`src/hw/feat_defs.svh`:
```
// Constants for the feature and temperature-sense command decoder
`ifndef FEAT_DEFS_SVH
`define FEAT_DEFS_SVH
`define OP_TEMP_SENSE     8'hf0
`define OP_SET_FEATURE    8'hef
`define TEMP_FEATURE      8'h01
`define SF_WCACHE_ON      8'h02
`define SF_XFER_MODE      8'h03
`define SF_PM_ON          8'h05
`define SF_PUIS_ON        8'h06
`define SF_PUIS_SPINUP    8'h07
`define SF_LINK_ON        8'h10
`define SF_SECTOR_TIME    8'h43
`define SF_RLA_OFF        8'h55
`define SF_REVERT_OFF     8'h66
`define SF_WCACHE_OFF     8'h82
`define SF_PM_OFF         8'h85
`define SF_PUIS_OFF       8'h86
`define SF_LINK_OFF       8'h90
`define SF_RLA_ON         8'haa
`define SF_REVERT_ON      8'hcc
`define XT_PIO_DEFAULT    5'h00
`define XT_PIO_FLOW       5'h01
`define XT_MW_DMA         5'h04
`define XT_ULTRA_DMA      5'h08
`define XM_PIO_MAX        3'h4
`define XM_MW_MAX         3'h2
`define XM_UDMA_MAX       3'h6
`define PM_LPI_BASE       8'h80
`define PM_NORMAL_BASE    8'hc0
`define PM_STBY_BASE      8'h40
`define LPI_STEP_S        16'h0005
`define LPI_MIN_S         16'h0078
`define STBY_STEP_S       16'h003c
`define STBY_MIN_S        16'h0258
`define TEMP_OFFSET_C     8'h14
`define TEMP_MAX_C        8'h6b
`define ERR_ABORT_BIT     2
`define ST_BUSY_BIT       7
`define ST_READY_BIT      6
`define ST_ERROR_BIT      0
`define LINK_SUBFEATS     7
`endif

```
`src/hw/feat_pkg.sv`:
```
// Types for the feature and temperature-sense command decoder
package feat_pkg;
    typedef enum logic [1:0] {
        PM_NORMAL_IDLE,
        PM_LOW_POWER_IDLE,
        PM_LOW_SPEED_STANDBY
    } pm_depth_t;
endpackage

```
`src/hw/feature_cmds.sv`:
```
// Feature-configuration and temperature-sense command decoder
`timescale 1ns/1ps
`include "feat_defs.svh"

module feature_cmds (
    // Clock and resets
    input  wire logic        clk_i,
    input  wire logic        rst_i,
    input  wire logic        soft_reset_i,
    // Task-file command
    input  wire logic        cmd_valid_i,
    input  wire logic [7:0]  cmd_opcode_i,
    input  wire logic [7:0]  cmd_feature_i,
    input  wire logic [7:0]  cmd_count_i,
    input  wire logic [7:0]  cmd_lba_low_i,
    input  wire logic [7:0]  cmd_lba_mid_i,
    input  wire logic [7:0]  cmd_lba_high_i,
    // Device conditions
    input  wire logic signed [7:0] temp_c_i,
    input  wire logic        spares_exhausted_i,
    // Task-file results
    output logic [7:0]       result_count_o,
    output logic [7:0]       error_flags_o,
    output logic [7:0]       status_flags_o,
    output logic             done_o,
    // Feature state
    output logic             write_cache_o,
    output logic             read_ahead_o,
    output logic             revert_defaults_o,
    output logic             release_irq_o,
    output logic             puis_enable_o,
    output logic             puis_spinup_o,
    output logic             pio_ready_handshake_o,
    output logic [4:0]       xfer_type_o,
    output logic [2:0]       xfer_mode_o,
    output logic [`LINK_SUBFEATS-1:0] link_feat_o,
    output logic             pm_enable_o,
    output logic [7:0]       power_management_level_o,
    output feat_pkg::pm_depth_t pm_depth_o,
    output logic [15:0]      lpi_time_s_o,
    output logic [15:0]      stby_time_s_o,
    output logic             lpi_time_set_o,
    output logic [15:0]      pio_sector_time_o,
    output logic [15:0]      dma_sector_time_o,
    output logic             full_rate_pio_o,
    output logic             full_rate_dma_o
);

    // ==========================================================
    // Decode helpers
    function automatic logic xfer_ok(input logic [7:0] c);
        logic [4:0] t;
        logic [2:0] m;
        t = c[7:3];
        m = c[2:0];
        case (t)
            `XT_PIO_DEFAULT: xfer_ok = (m <= 3'h1);
            `XT_PIO_FLOW:    xfer_ok = (m <= `XM_PIO_MAX);
            `XT_MW_DMA:      xfer_ok = (m <= `XM_MW_MAX);
            `XT_ULTRA_DMA:   xfer_ok = (m <= `XM_UDMA_MAX);
            default:         xfer_ok = 1'b0;
        endcase
    endfunction

    function automatic logic link_ok(input logic [7:0] c);
        link_ok = (c == 8'h01) || (c == 8'h02) || (c == 8'h03) ||
                  (c == 8'h04) || (c == 8'h06);
    endfunction

    function automatic logic sub_known(input logic [7:0] f);
        case (f)
            `SF_WCACHE_ON, `SF_XFER_MODE, `SF_PM_ON, `SF_PUIS_ON,
            `SF_PUIS_SPINUP, `SF_LINK_ON, `SF_SECTOR_TIME,
            `SF_RLA_OFF, `SF_REVERT_OFF, `SF_WCACHE_OFF, `SF_PM_OFF,
            `SF_PUIS_OFF, `SF_LINK_OFF, `SF_RLA_ON,
            `SF_REVERT_ON: sub_known = 1'b1;
            default:       sub_known = 1'b0;
        endcase
    endfunction

    // ==========================================================
    // Command acceptance
    logic       is_temp;
    logic       is_feat;
    logic       abort_d;
    logic       feat_go;
    logic [7:0] cnt;
    logic [7:0] sub;
    logic       soft_revert;
    logic [7:0] temp_code;

    assign cnt = cmd_count_i;
    assign sub = cmd_feature_i;
    assign is_temp = cmd_valid_i && (cmd_opcode_i == `OP_TEMP_SENSE);
    assign is_feat = cmd_valid_i && (cmd_opcode_i == `OP_SET_FEATURE);
    assign soft_revert = soft_reset_i && revert_defaults_o;

    always_comb begin
        abort_d = 1'b0;
        if (is_temp) begin
            abort_d = (sub != `TEMP_FEATURE);
        end else if (is_feat) begin
            if (!sub_known(sub)) begin
                abort_d = 1'b1;
            end else if (sub == `SF_XFER_MODE) begin
                abort_d = !xfer_ok(cnt);
            end else if (sub == `SF_LINK_ON || sub == `SF_LINK_OFF) begin
                abort_d = !link_ok(cnt);
            end else if (sub == `SF_PM_ON) begin
                abort_d = (cnt == 8'hff) || (cnt == 8'h00);
            end
        end
    end
    assign feat_go = is_feat && !abort_d && !status_flags_o[`ST_BUSY_BIT];

    temp_encode u_temp (
        .clk_i    (clk_i),
        .rst_i    (rst_i),
        .temp_c_i (temp_c_i),
        .code_o   (temp_code)
    );

    // ==========================================================
    // Completion and task-file results
    logic pend_q;
    logic pend_abort_q;
    logic pend_temp_q;

    // Temperature sense ignores standby state
    always_ff @(posedge clk_i) begin
        if (rst_i) begin
            pend_q       <= 1'b0;
            pend_abort_q <= 1'b0;
            pend_temp_q  <= 1'b0;
        end else begin
            pend_q       <= (is_temp || is_feat) && !status_flags_o[`ST_BUSY_BIT];
            pend_abort_q <= abort_d;
            pend_temp_q  <= is_temp;
        end
    end

    always_ff @(posedge clk_i) begin
        if (rst_i) begin
            error_flags_o  <= 8'h00;
            status_flags_o <= 8'h40;
            result_count_o <= 8'h00;
            done_o         <= 1'b0;
        end else begin
            done_o <= 1'b0;
            if ((is_temp || is_feat) && !status_flags_o[`ST_BUSY_BIT]) begin
                status_flags_o[`ST_BUSY_BIT] <= 1'b1;
            end else if (pend_q) begin
                done_o <= 1'b1;
                status_flags_o[`ST_BUSY_BIT]  <= 1'b0;
                status_flags_o[`ST_ERROR_BIT] <= pend_abort_q;
                error_flags_o[`ERR_ABORT_BIT] <= pend_abort_q;
                if (pend_temp_q && !pend_abort_q) begin
                    result_count_o <= temp_code;
                end
            end
        end
    end

    // ==========================================================
    // Cache, look-ahead, revert, standby
    always_ff @(posedge clk_i) begin
        if (rst_i) begin
            write_cache_o     <= 1'b1;
            read_ahead_o      <= 1'b1;
            revert_defaults_o <= 1'b0;
            release_irq_o     <= 1'b0;
        end else begin
            if (spares_exhausted_i) begin
                write_cache_o <= 1'b0;
            end else if (soft_revert) begin
                write_cache_o <= 1'b1;
                read_ahead_o  <= 1'b1;
            end else if (feat_go) begin
                case (sub)
                    `SF_WCACHE_ON:  write_cache_o <= 1'b1;
                    `SF_WCACHE_OFF: write_cache_o <= 1'b0;
                    `SF_RLA_ON:     read_ahead_o  <= 1'b1;
                    `SF_RLA_OFF:    read_ahead_o  <= 1'b0;
                    default: ;
                endcase
            end
            if (feat_go && sub == `SF_REVERT_ON) begin
                revert_defaults_o <= 1'b1;
            end else if (feat_go && sub == `SF_REVERT_OFF) begin
                revert_defaults_o <= 1'b0;
            end
        end
    end

    always_ff @(posedge clk_i) begin
        if (rst_i) begin
            puis_enable_o <= 1'b0;
            puis_spinup_o <= 1'b0;
        end else begin
            puis_spinup_o <= feat_go && sub == `SF_PUIS_SPINUP;
            if (feat_go && sub == `SF_PUIS_ON) begin
                puis_enable_o <= 1'b1;
            end else if (feat_go && sub == `SF_PUIS_OFF) begin
                puis_enable_o <= 1'b0;
            end
        end
    end

    // ==========================================================
    // Transfer mode and serial sub-features
    always_ff @(posedge clk_i) begin
        if (rst_i) begin
            xfer_type_o           <= `XT_PIO_DEFAULT;
            xfer_mode_o           <= 3'h0;
            pio_ready_handshake_o <= 1'b1;
        end else if (feat_go && sub == `SF_XFER_MODE) begin
            xfer_type_o <= cnt[7:3];
            xfer_mode_o <= cnt[2:0];
            pio_ready_handshake_o <= !(cnt == 8'h01);
        end
    end

    genvar gi;
    generate
        for (gi = 0; gi < `LINK_SUBFEATS; gi++) begin : g_link
            always_ff @(posedge clk_i) begin
                if (rst_i || soft_revert) begin
                    link_feat_o[gi] <= 1'b0;
                end else if (feat_go && cnt == 8'(gi)) begin
                    if (sub == `SF_LINK_ON) begin
                        link_feat_o[gi] <= 1'b1;
                    end else if (sub == `SF_LINK_OFF) begin
                        link_feat_o[gi] <= 1'b0;
                    end
                end
            end
        end
    endgenerate

    // ==========================================================
    // Power management level and idle times
    logic [15:0] lpi_calc;
    logic [15:0] stby_calc;
    assign lpi_calc = 16'((16'(cnt) - 16'(`PM_LPI_BASE)) * `LPI_STEP_S)
                      + `LPI_MIN_S;
    assign stby_calc = 16'((16'(cnt) - 16'(`PM_STBY_BASE)) * `STBY_STEP_S)
                       + `STBY_MIN_S;

    always_ff @(posedge clk_i) begin
        if (rst_i || soft_revert) begin
            pm_enable_o              <= 1'b0;
            power_management_level_o <= 8'h00;
            pm_depth_o               <= feat_pkg::PM_NORMAL_IDLE;
            lpi_time_s_o             <= 16'h0000;
            stby_time_s_o            <= 16'h0000;
            lpi_time_set_o           <= 1'b0;
        end else if (feat_go && sub == `SF_PM_OFF) begin
            pm_enable_o    <= 1'b0;
            pm_depth_o     <= feat_pkg::PM_NORMAL_IDLE;
            lpi_time_set_o <= 1'b0;
            stby_time_s_o  <= 16'h0000;
        end else if (feat_go && sub == `SF_PM_ON) begin
            pm_enable_o              <= 1'b1;
            power_management_level_o <= cnt;
            if (cnt >= `PM_NORMAL_BASE) begin
                pm_depth_o     <= feat_pkg::PM_NORMAL_IDLE;
                lpi_time_set_o <= 1'b0;
                stby_time_s_o  <= 16'h0000;
            end else if (cnt >= `PM_LPI_BASE) begin
                pm_depth_o     <= feat_pkg::PM_LOW_POWER_IDLE;
                lpi_time_s_o   <= lpi_calc;
                lpi_time_set_o <= 1'b1;
                stby_time_s_o  <= 16'h0000;
            end else begin
                pm_depth_o <= feat_pkg::PM_LOW_SPEED_STANDBY;
                if (cnt >= `PM_STBY_BASE) begin
                    stby_time_s_o <= stby_calc;
                end else begin
                    stby_time_s_o <= `STBY_MIN_S;
                end
                if (!lpi_time_set_o) begin
                    lpi_time_s_o   <= `LPI_MIN_S;
                    lpi_time_set_o <= 1'b1;
                end
            end
        end
    end

    // ==========================================================
    // Host interface sector time
    always_ff @(posedge clk_i) begin
        if (rst_i) begin
            pio_sector_time_o <= 16'h0000;
            dma_sector_time_o <= 16'h0000;
            full_rate_pio_o   <= 1'b1;
            full_rate_dma_o   <= 1'b1;
        end else if (feat_go && sub == `SF_SECTOR_TIME) begin
            pio_sector_time_o <= {cmd_lba_low_i, cnt};
            dma_sector_time_o <= {cmd_lba_high_i, cmd_lba_mid_i};
            full_rate_pio_o   <= ({cmd_lba_low_i, cnt} == 16'h0000);
            full_rate_dma_o   <= ({cmd_lba_high_i, cmd_lba_mid_i}
                                  == 16'h0000);
        end
    end

    // ==========================================================
    // Checks
    temp_bad_a: assert property (@(posedge clk_i) disable iff (rst_i)
        is_temp && cmd_feature_i != 8'h01 && !status_flags_o[7]
        |-> ##2 error_flags_o[2] && status_flags_o[0])
        else $error("bad sense feature not aborted");
    undef_sub_a: assert property (@(posedge clk_i) disable iff (rst_i)
        is_feat && !sub_known(cmd_feature_i) && !status_flags_o[7]
        |-> ##2 error_flags_o[2])
        else $error("undefined subcode not aborted");
    cache_off_a: assert property (@(posedge clk_i) disable iff (rst_i)
        spares_exhausted_i |=> !write_cache_o)
        else $error("cache not forced off");
    busy_done_a: assert property (@(posedge clk_i) disable iff (rst_i)
        done_o |-> !status_flags_o[7] && $past(status_flags_o[7]))
        else $error("busy not cleared at completion");
    err_pair_a: assert property (@(posedge clk_i) disable iff (rst_i)
        done_o |-> status_flags_o[0] == error_flags_o[2])
        else $error("error and abort disagree");
    lpi_time_a: assert property (@(posedge clk_i) disable iff (rst_i)
        pm_depth_o == feat_pkg::PM_LOW_POWER_IDLE
        |-> lpi_time_s_o >= 16'd120 && lpi_time_s_o <= 16'd435
            && stby_time_s_o == 16'h0000)
        else $error("idle time out of range");
    stby_time_a: assert property (@(posedge clk_i) disable iff (rst_i)
        feat_go && sub == 8'h05 && cnt != 8'h00 && cnt < 8'h40
        |=> stby_time_s_o == 16'd600 && lpi_time_set_o)
        else $error("standby time not 600 s");
    pm_off_a: assert property (@(posedge clk_i) disable iff (rst_i)
        feat_go && sub == 8'h85 |=> pm_depth_o == feat_pkg::PM_NORMAL_IDLE)
        else $error("disable did not restore normal idle");
    zero_rate_a: assert property (@(posedge clk_i) disable iff (rst_i)
        full_rate_dma_o == (dma_sector_time_o == 16'h0000))
        else $error("full rate flag mismatch");
    temp_cov: cover property (@(posedge clk_i) is_temp ##2 done_o);
    apm_cov: cover property (@(posedge clk_i)
        pm_depth_o == feat_pkg::PM_LOW_SPEED_STANDBY);
    abort_cov: cover property (@(posedge clk_i) done_o && error_flags_o[2]);
endmodule // feature_cmds

```
`src/hw/temp_encode.sv`:
```
// Temperature to result-code encoder with saturation
`timescale 1ns/1ps
`include "feat_defs.svh"
module temp_encode (
    // Clock and reset
    input  wire logic              clk_i,
    input  wire logic              rst_i,
    // Signed temperature in whole degrees C
    input  wire logic signed [7:0] temp_c_i,
    // Encoded value
    output logic             [7:0] code_o
);
    logic signed [9:0] half_deg;
    always_comb begin
        half_deg = 10'((10'(temp_c_i) + 10'(`TEMP_OFFSET_C)) * 2);
    end
    // Saturate at both ends
    always_ff @(posedge clk_i) begin
        if (rst_i) begin
            code_o <= 8'h00;
        end else if (temp_c_i <= -$signed(9'(`TEMP_OFFSET_C))) begin
            code_o <= 8'h00;
        end else if (temp_c_i > $signed(9'(`TEMP_MAX_C))) begin
            code_o <= 8'hff;
        end else begin
            code_o <= half_deg[7:0];
        end
    end
endmodule // temp_encode

```
`config.mk`:
```
export PLATFORM = sky130hd
export DESIGN_NAME = feature_cmds
export DESIGN_NICKNAME = d
export VERILOG_FILES = /design/src/hw/feat_pkg.sv /design/src/hw/feature_cmds.sv /design/src/hw/temp_encode.sv
export VERILOG_INCLUDE_DIRS = /design/src /design/src/hw
export SDC_FILE = /design/constraint.sdc
export NUM_CORES = 1
export LEC_CHECK = 0
export ABC_AREA = 1
export BUFFER_PORTS_ARGS = -buffer_cell sky130_fd_sc_hd__buf_4
export CAP_MARGIN = 20
export CORE_MARGIN = 5
export CORE_UTILIZATION = 49
export CTS_BUF_LIST = sky130_fd_sc_hd__clkbuf_16
export DETAILED_ROUTE_END_ITERATION = 8
export PLACE_DENSITY = 0.78
export SETUP_SLACK_MARGIN = 0.1
export SYNTH_ARGS = -nofsm -noshare
export SYNTH_HDL_FRONTEND = slang
export SYNTH_SLANG_ARGS = --single-unit
```
`constraint.sdc`:
```
create_clock -name clk_i -period 3.2 [get_ports clk_i]
set_clock_uncertainty 0.05 [all_clocks]
set_input_delay 0.16 -clock clk_i [delete_from_list [all_inputs] [get_ports clk_i]]
set_output_delay 0.16 -clock clk_i [all_outputs]
set_load 0.1 [all_outputs]
```
After elaboration in Yosys (flattened, before gate mapping)
Cells that the tools add are included.

Equality and inequality tests: 29. Add/sub/neg operators: 5. $lt $le $gt $ge: 9. Muxes and demuxes: 39. Reduce and logical (&&, ||, !) cells: 66. Bitwise operators: 4. $mul: 2.

Operators with widths (count): $mux 16 (5); $eq 8x8->1 const B (9); $eq 8x3->1 const B (6); $eq 8x2->1 const B (4); $logic_not 16->1 (2); $mux 1 (28); $eq 8x7->1 const B (3); $logic_and 1x1->1 (23); $reduce_and 2->1 (10); $add 16x10->16 const B (1); $ge 8x8->1 const B (2); $mul 16x4->14 const B (1); $reduce_or 15->1 (1); $add 13x8->14 const B (1); $mul 9x4->13 const B (1); $reduce_bool 2->1 (5); $sub 8x7->9 const B (1); $sub 8x8->9 const B (1); $eq 8x1->1 const B (1); $eq 8x5->1 const B (1); $ge 8x7->1 const B (1); $gt 8x8->1 const B (1); $le 8x6->1 const B (1); $logic_not 8->1 (1); other kinds (22) (44).

Output and inout bits: 125. Flip-flop bits (word level): 121. Word-level logic and storage cells: 187. Bits of input ports: 61.

Longest topological paths before layout
Word-level depth: 19. Gate-level depth with buffers: 20. Gate-level depth less buffers: 20.

Modules after synthesis
From an unflattened synthesis, not the netlist that was laid out.

Cells, all modules: 972. Area, all modules: 6982.9 um^2.

By module, submodules not included: feature_cmds (area an instance 6600.1 um^2, instances 1, cells an instance 921); temp_encode (area an instance 382.9 um^2, instances 1, cells an instance 51).

Worst setup path after synthesis
OpenSTA, ideal clock, no wires.

Path kind: input-to-reg. From: in cmd_count_i[2]. To: reg stby_time_s_o[14]. Setup slack: 0.171 ns. Arrival: 2.909 ns. Cell stages on the path: 17. Library setup time: 0.070 ns. Cells stage by stage: inv_1 -> fa_1 -> fa_1 -> inv_1 -> ha_1 -> nand3_1 -> nand3_1 -> nand2_1 -> nand2_1 -> nand3_1 -> nand2_1 -> nand2_1 -> o21ai_0 -> nand3_1 -> nor2_1 -> nand3_1 -> a21oi_1.

Cells in the longest elaborated chain, start to end: 16. Elaborated cells between the ends (all ways): 44. Classes of those cells: add/sub: 2; mul: 1; order compare: 7; eq/ne: 6; mux: 14; reduce/logical: 14.

Ends and longest elaborated chain: start: declaration (RTL line feature_cmds.sv:14) `input wire logic [7:0] cmd_count_i,`; branches (longest 16 deep; another with $mul 16x4->14); end signal: assignment (RTL line feature_cmds.sv:277) `stby_time_s_o <= stby_calc;`; end signal: assignment (RTL line feature_cmds.sv:279) `` stby_time_s_o <= `STBY_MIN_S; ``; end: declaration (RTL line feature_cmds.sv:41) `output logic [15:0] stby_time_s_o,`.

Several ways; the timed one is not identified. The select of a mux whose other input is x is not followed. A chain may end at the register's enable or synchronous reset.

Final worst setup path
From: in cmd_count_i[0]. To: reg stby_time_s_o[15].

Same word-level chain as after synthesis.

==> results.cfg <==
[run]
cap_violations = 0

[floorplan]
ioPinCount = 186
core_area_mm2 = 0.01442
initial_utilization = 0.4976
die_y_um = 131.0
core.rowCount = 44
dieArea_mm2 = 0.01717
die_x_um = 131.0

[critical_path]
slowest_stage = fa_1
crit_fanout = 5
critPathLaunchType = input pin
crit_type = input pin to flip-flop
cpPeakStageDelay_ps = 520
ff2ff_setup_slack_ps = 1070
path_common_cell = nand2_1
rr_endpoint = result_count_o[7]
reg2reg_from = status_flags_o[7]
crit_start = cmd_count_i[0]
cp.arrival_ps = 3050
end_kind = flip-flop
worst_ep_required_time_ps = 3460
reg2reg_depth = 7
path_cells = buf_4 -> fa_1 -> fa_1 -> inv_1 -> fa_1 -> nand3b_1 -> nand2_1 -> nand2_1 -> nand2_1 -> nand3_1 -> nand2_1 -> nand2_2 -> nor2_1 -> inv_1 -> nand3_1 -> nor2_1 -> nand3_1 -> a21oi_1

[power_and_ir_drop]
power_switching_mw = 1.488
finalPower_mw = 4.627
irDropWorstVdd_v = 0.0004543
powerDensity_mw_per_mm2 = 481.6
leakagePower_nw = 4.624
power.internal_mw = 3.140
combPwrFrac = 0.246
seqPwrFrac = 0.317
switching_share = 0.3215
power.share.clock = 0.438

[min_path]
min_to = write_cache_o
holdPathStages = 4
hold_class = input pin to flip-flop
hp-start = spares_exhausted_i

[place]
pre_cts_ws_ps = -75.25
port_buffers = 169
place_congestion = 0.8902
dpl.hpwl_mm = 15.67

[cts]
cts.path.max_buffers = 2
cts_root_buf = clkbuf_16
cts.htree.levels = 4
cts_setup_buffers = 0
clock_latency_ps = 420
numCtsBuffers = 17
cts.sinks = 117
path_clk_slew_ps = 60
cts_tree = yes

[logic_synthesis]
synth_ff_type = dfxtp_1
synthCells = 1015
synth_seq_cells = 117
seq_area_frac_synth = 0.3264
ys_warn_count = 0
netlist_area_mm2 = 0.007177
synth_cell_types = 42
syn_avg_cell_area_um2 = 7.071
async_flop_share = 0
synth-edff-count = 0

[drt]
wl_mm = 21.76
drc = 0
dr.pass1.iters = 7
ant_nets = 0
wl_per_cell_um = 15.23
via_per_inst = 5.181
drt-initial-drc-count = 519
vias = 7404

[global_route]
antenna_found_initial = 1
grt-ovfl-total = 0
grt_first_pass_wirelength_mm = 34.04
grt_pass1_vias = 6871
grt_use_total = 0.2482
grt_max_degree = 51

[final_layout]
final_common_cell = nand2_1
multiInputGateArea_mm2 = 0.004164
final_nets = 1354
layout_common_cells = nand2_1, buf_4, dfxtp_1
fill_cells = 1230
seq_area_mm2 = 0.002342
drive_gt1_frac = 0.2172
syn_to_final_growth_pct = 33.87

[sta]
finalCritPeriodShare = 0.8719
rsz0062_at_grt = false
fmax_mhz = 358.4
finalMaxSlewViolations = 0
whs_ps = 30.84
setup_tns_ps = 0
setup_slack_ps = 409.9
worst_pin_slew_ps = 799.4
period_minus_slack_ps = 2790
relSlewSlack = 0.4630
setup_violations = 0
hold_viol = 0

[run_status]
outcome = finished, final reports clean
[critical path: cells and delay by family]
family,cells,cell delay (ps)
adders and majority gates,3,1460
and+or+nand+nor,11,1090
buffers and inverters,3,260
AOI/OAI and AO/OA,1,60
[layer usage]
metal / up-vias / track usage / routed length (um) / share of wire
met5: - / 0 / 0 / 0
met4: 0 / 0.1155 / 873 / 0.040
met3: 57 / 0.05041 / 1398 / 0.064
met2: 277 / 0.3937 / 10160 / 0.47
met1: 3360 / 0.3246 / 9325 / 0.43
li1: 3710 / - / - / -
[state kept, by name (all words and copies together), names as in the netlist, 2 cells and up]
| name | cells |
|---|---|
| dma_sector_time_o | 16 |
| link_feat_o | 7 |
| lpi_time_s_o | 14 |
| pio_sector_time_o | 16 |
| pm_depth_o | 2 |
| power_management_level_o | 8 |
| result_count_o | 8 |
| status_flags_o | 2 |
| stby_time_s_o | 14 |
| u_temp.code_o | 8 |
| xfer_mode_o | 3 |
| xfer_type_o | 5 |
[kinds of logic after synthesis]
| family | synth area share |
|---|---|
| xor+xnor | 0.01098 |
| compound gates | 0.1330 |
| flops | 0.3264 |
| fa+ha+maj | 0.1287 |
| other cells | 0.001046 |
| simple gates | 0.2983 |
| buf+inv | 0.1016 |
[synth_stat cells (7+ instances only)]
cell      count  area [um^2]
o21ai_0      71        355.3
dfxtp_1     117         2342
buf_4        20        150.1
fa_1         18        360.4
nor4_1        8        50.05
nand2_1     214        803.3
inv_1       107        401.6
nor2_1      109        409.1
nand3_1      86        430.4
clkbuf_1     19        71.32
nand4_1      10        62.56
nor3_1       22        110.1
buf_2         7        35.03
nor2_4        7        78.83
a21oi_1      96        480.5
ha_1         45        563.0
[worst max path at each step]
stage,endpoint,slack (ps),cells after the start
CTS,stby_time_s_o[12],340,17
finish,stby_time_s_o[15],410,18
floorplan,stby_time_s_o[14],170,17
global placement,stby_time_s_o[14],7,17
detailed placement,stby_time_s_o[14],-80,19
global route,stby_time_s_o[12],130,19
[what timing repair did]
action | in CTS | in global routing
gates resized for setup | 0 | 5
hold buffers | 29 | 0
endpoints found under the setup margin | 0 | 5
endpoints found under the hold margin | 29 | 0
[area by class of cell]
| type | instances | share of cell area |
|---|---|---|
| well taps | 184 | 0.02396 |
| clock inverters | 15 | 0.01992 |
| diodes | 2 | 0.0005209 |
| clock buffers | 17 | 0.04428 |
| multi-input cells | 748 | 0.4334 |
| flip-flops and latches | 117 | 0.2438 |
| inverters | 113 | 0.04454 |
| repair buffers | 233 | 0.1896 |
[per-stage QoR]
step                  util  area (um^2)  std cells
finish              0.6661         9608       1429
global route        0.6659         9605       1428
CTS                 0.6651         9593       1427
detailed placement  0.6022         8686       1366
global placement    0.6022         8686       1366
floorplan                -         7229       1029
[power groups by stage]
stage          Clock, mW  Combinational [mW]  Sequential, mW
2_1_floorplan          0               0.778            1.50
3_3_place_gp           0                1.05            1.50
3_5_place_dp           0                1.07            1.50
4_1_cts             2.04                1.11            1.47
5_1_grt             2.10                1.27            1.47
6_report            2.03                1.14            1.47
(Power assumes the default switching activity.)
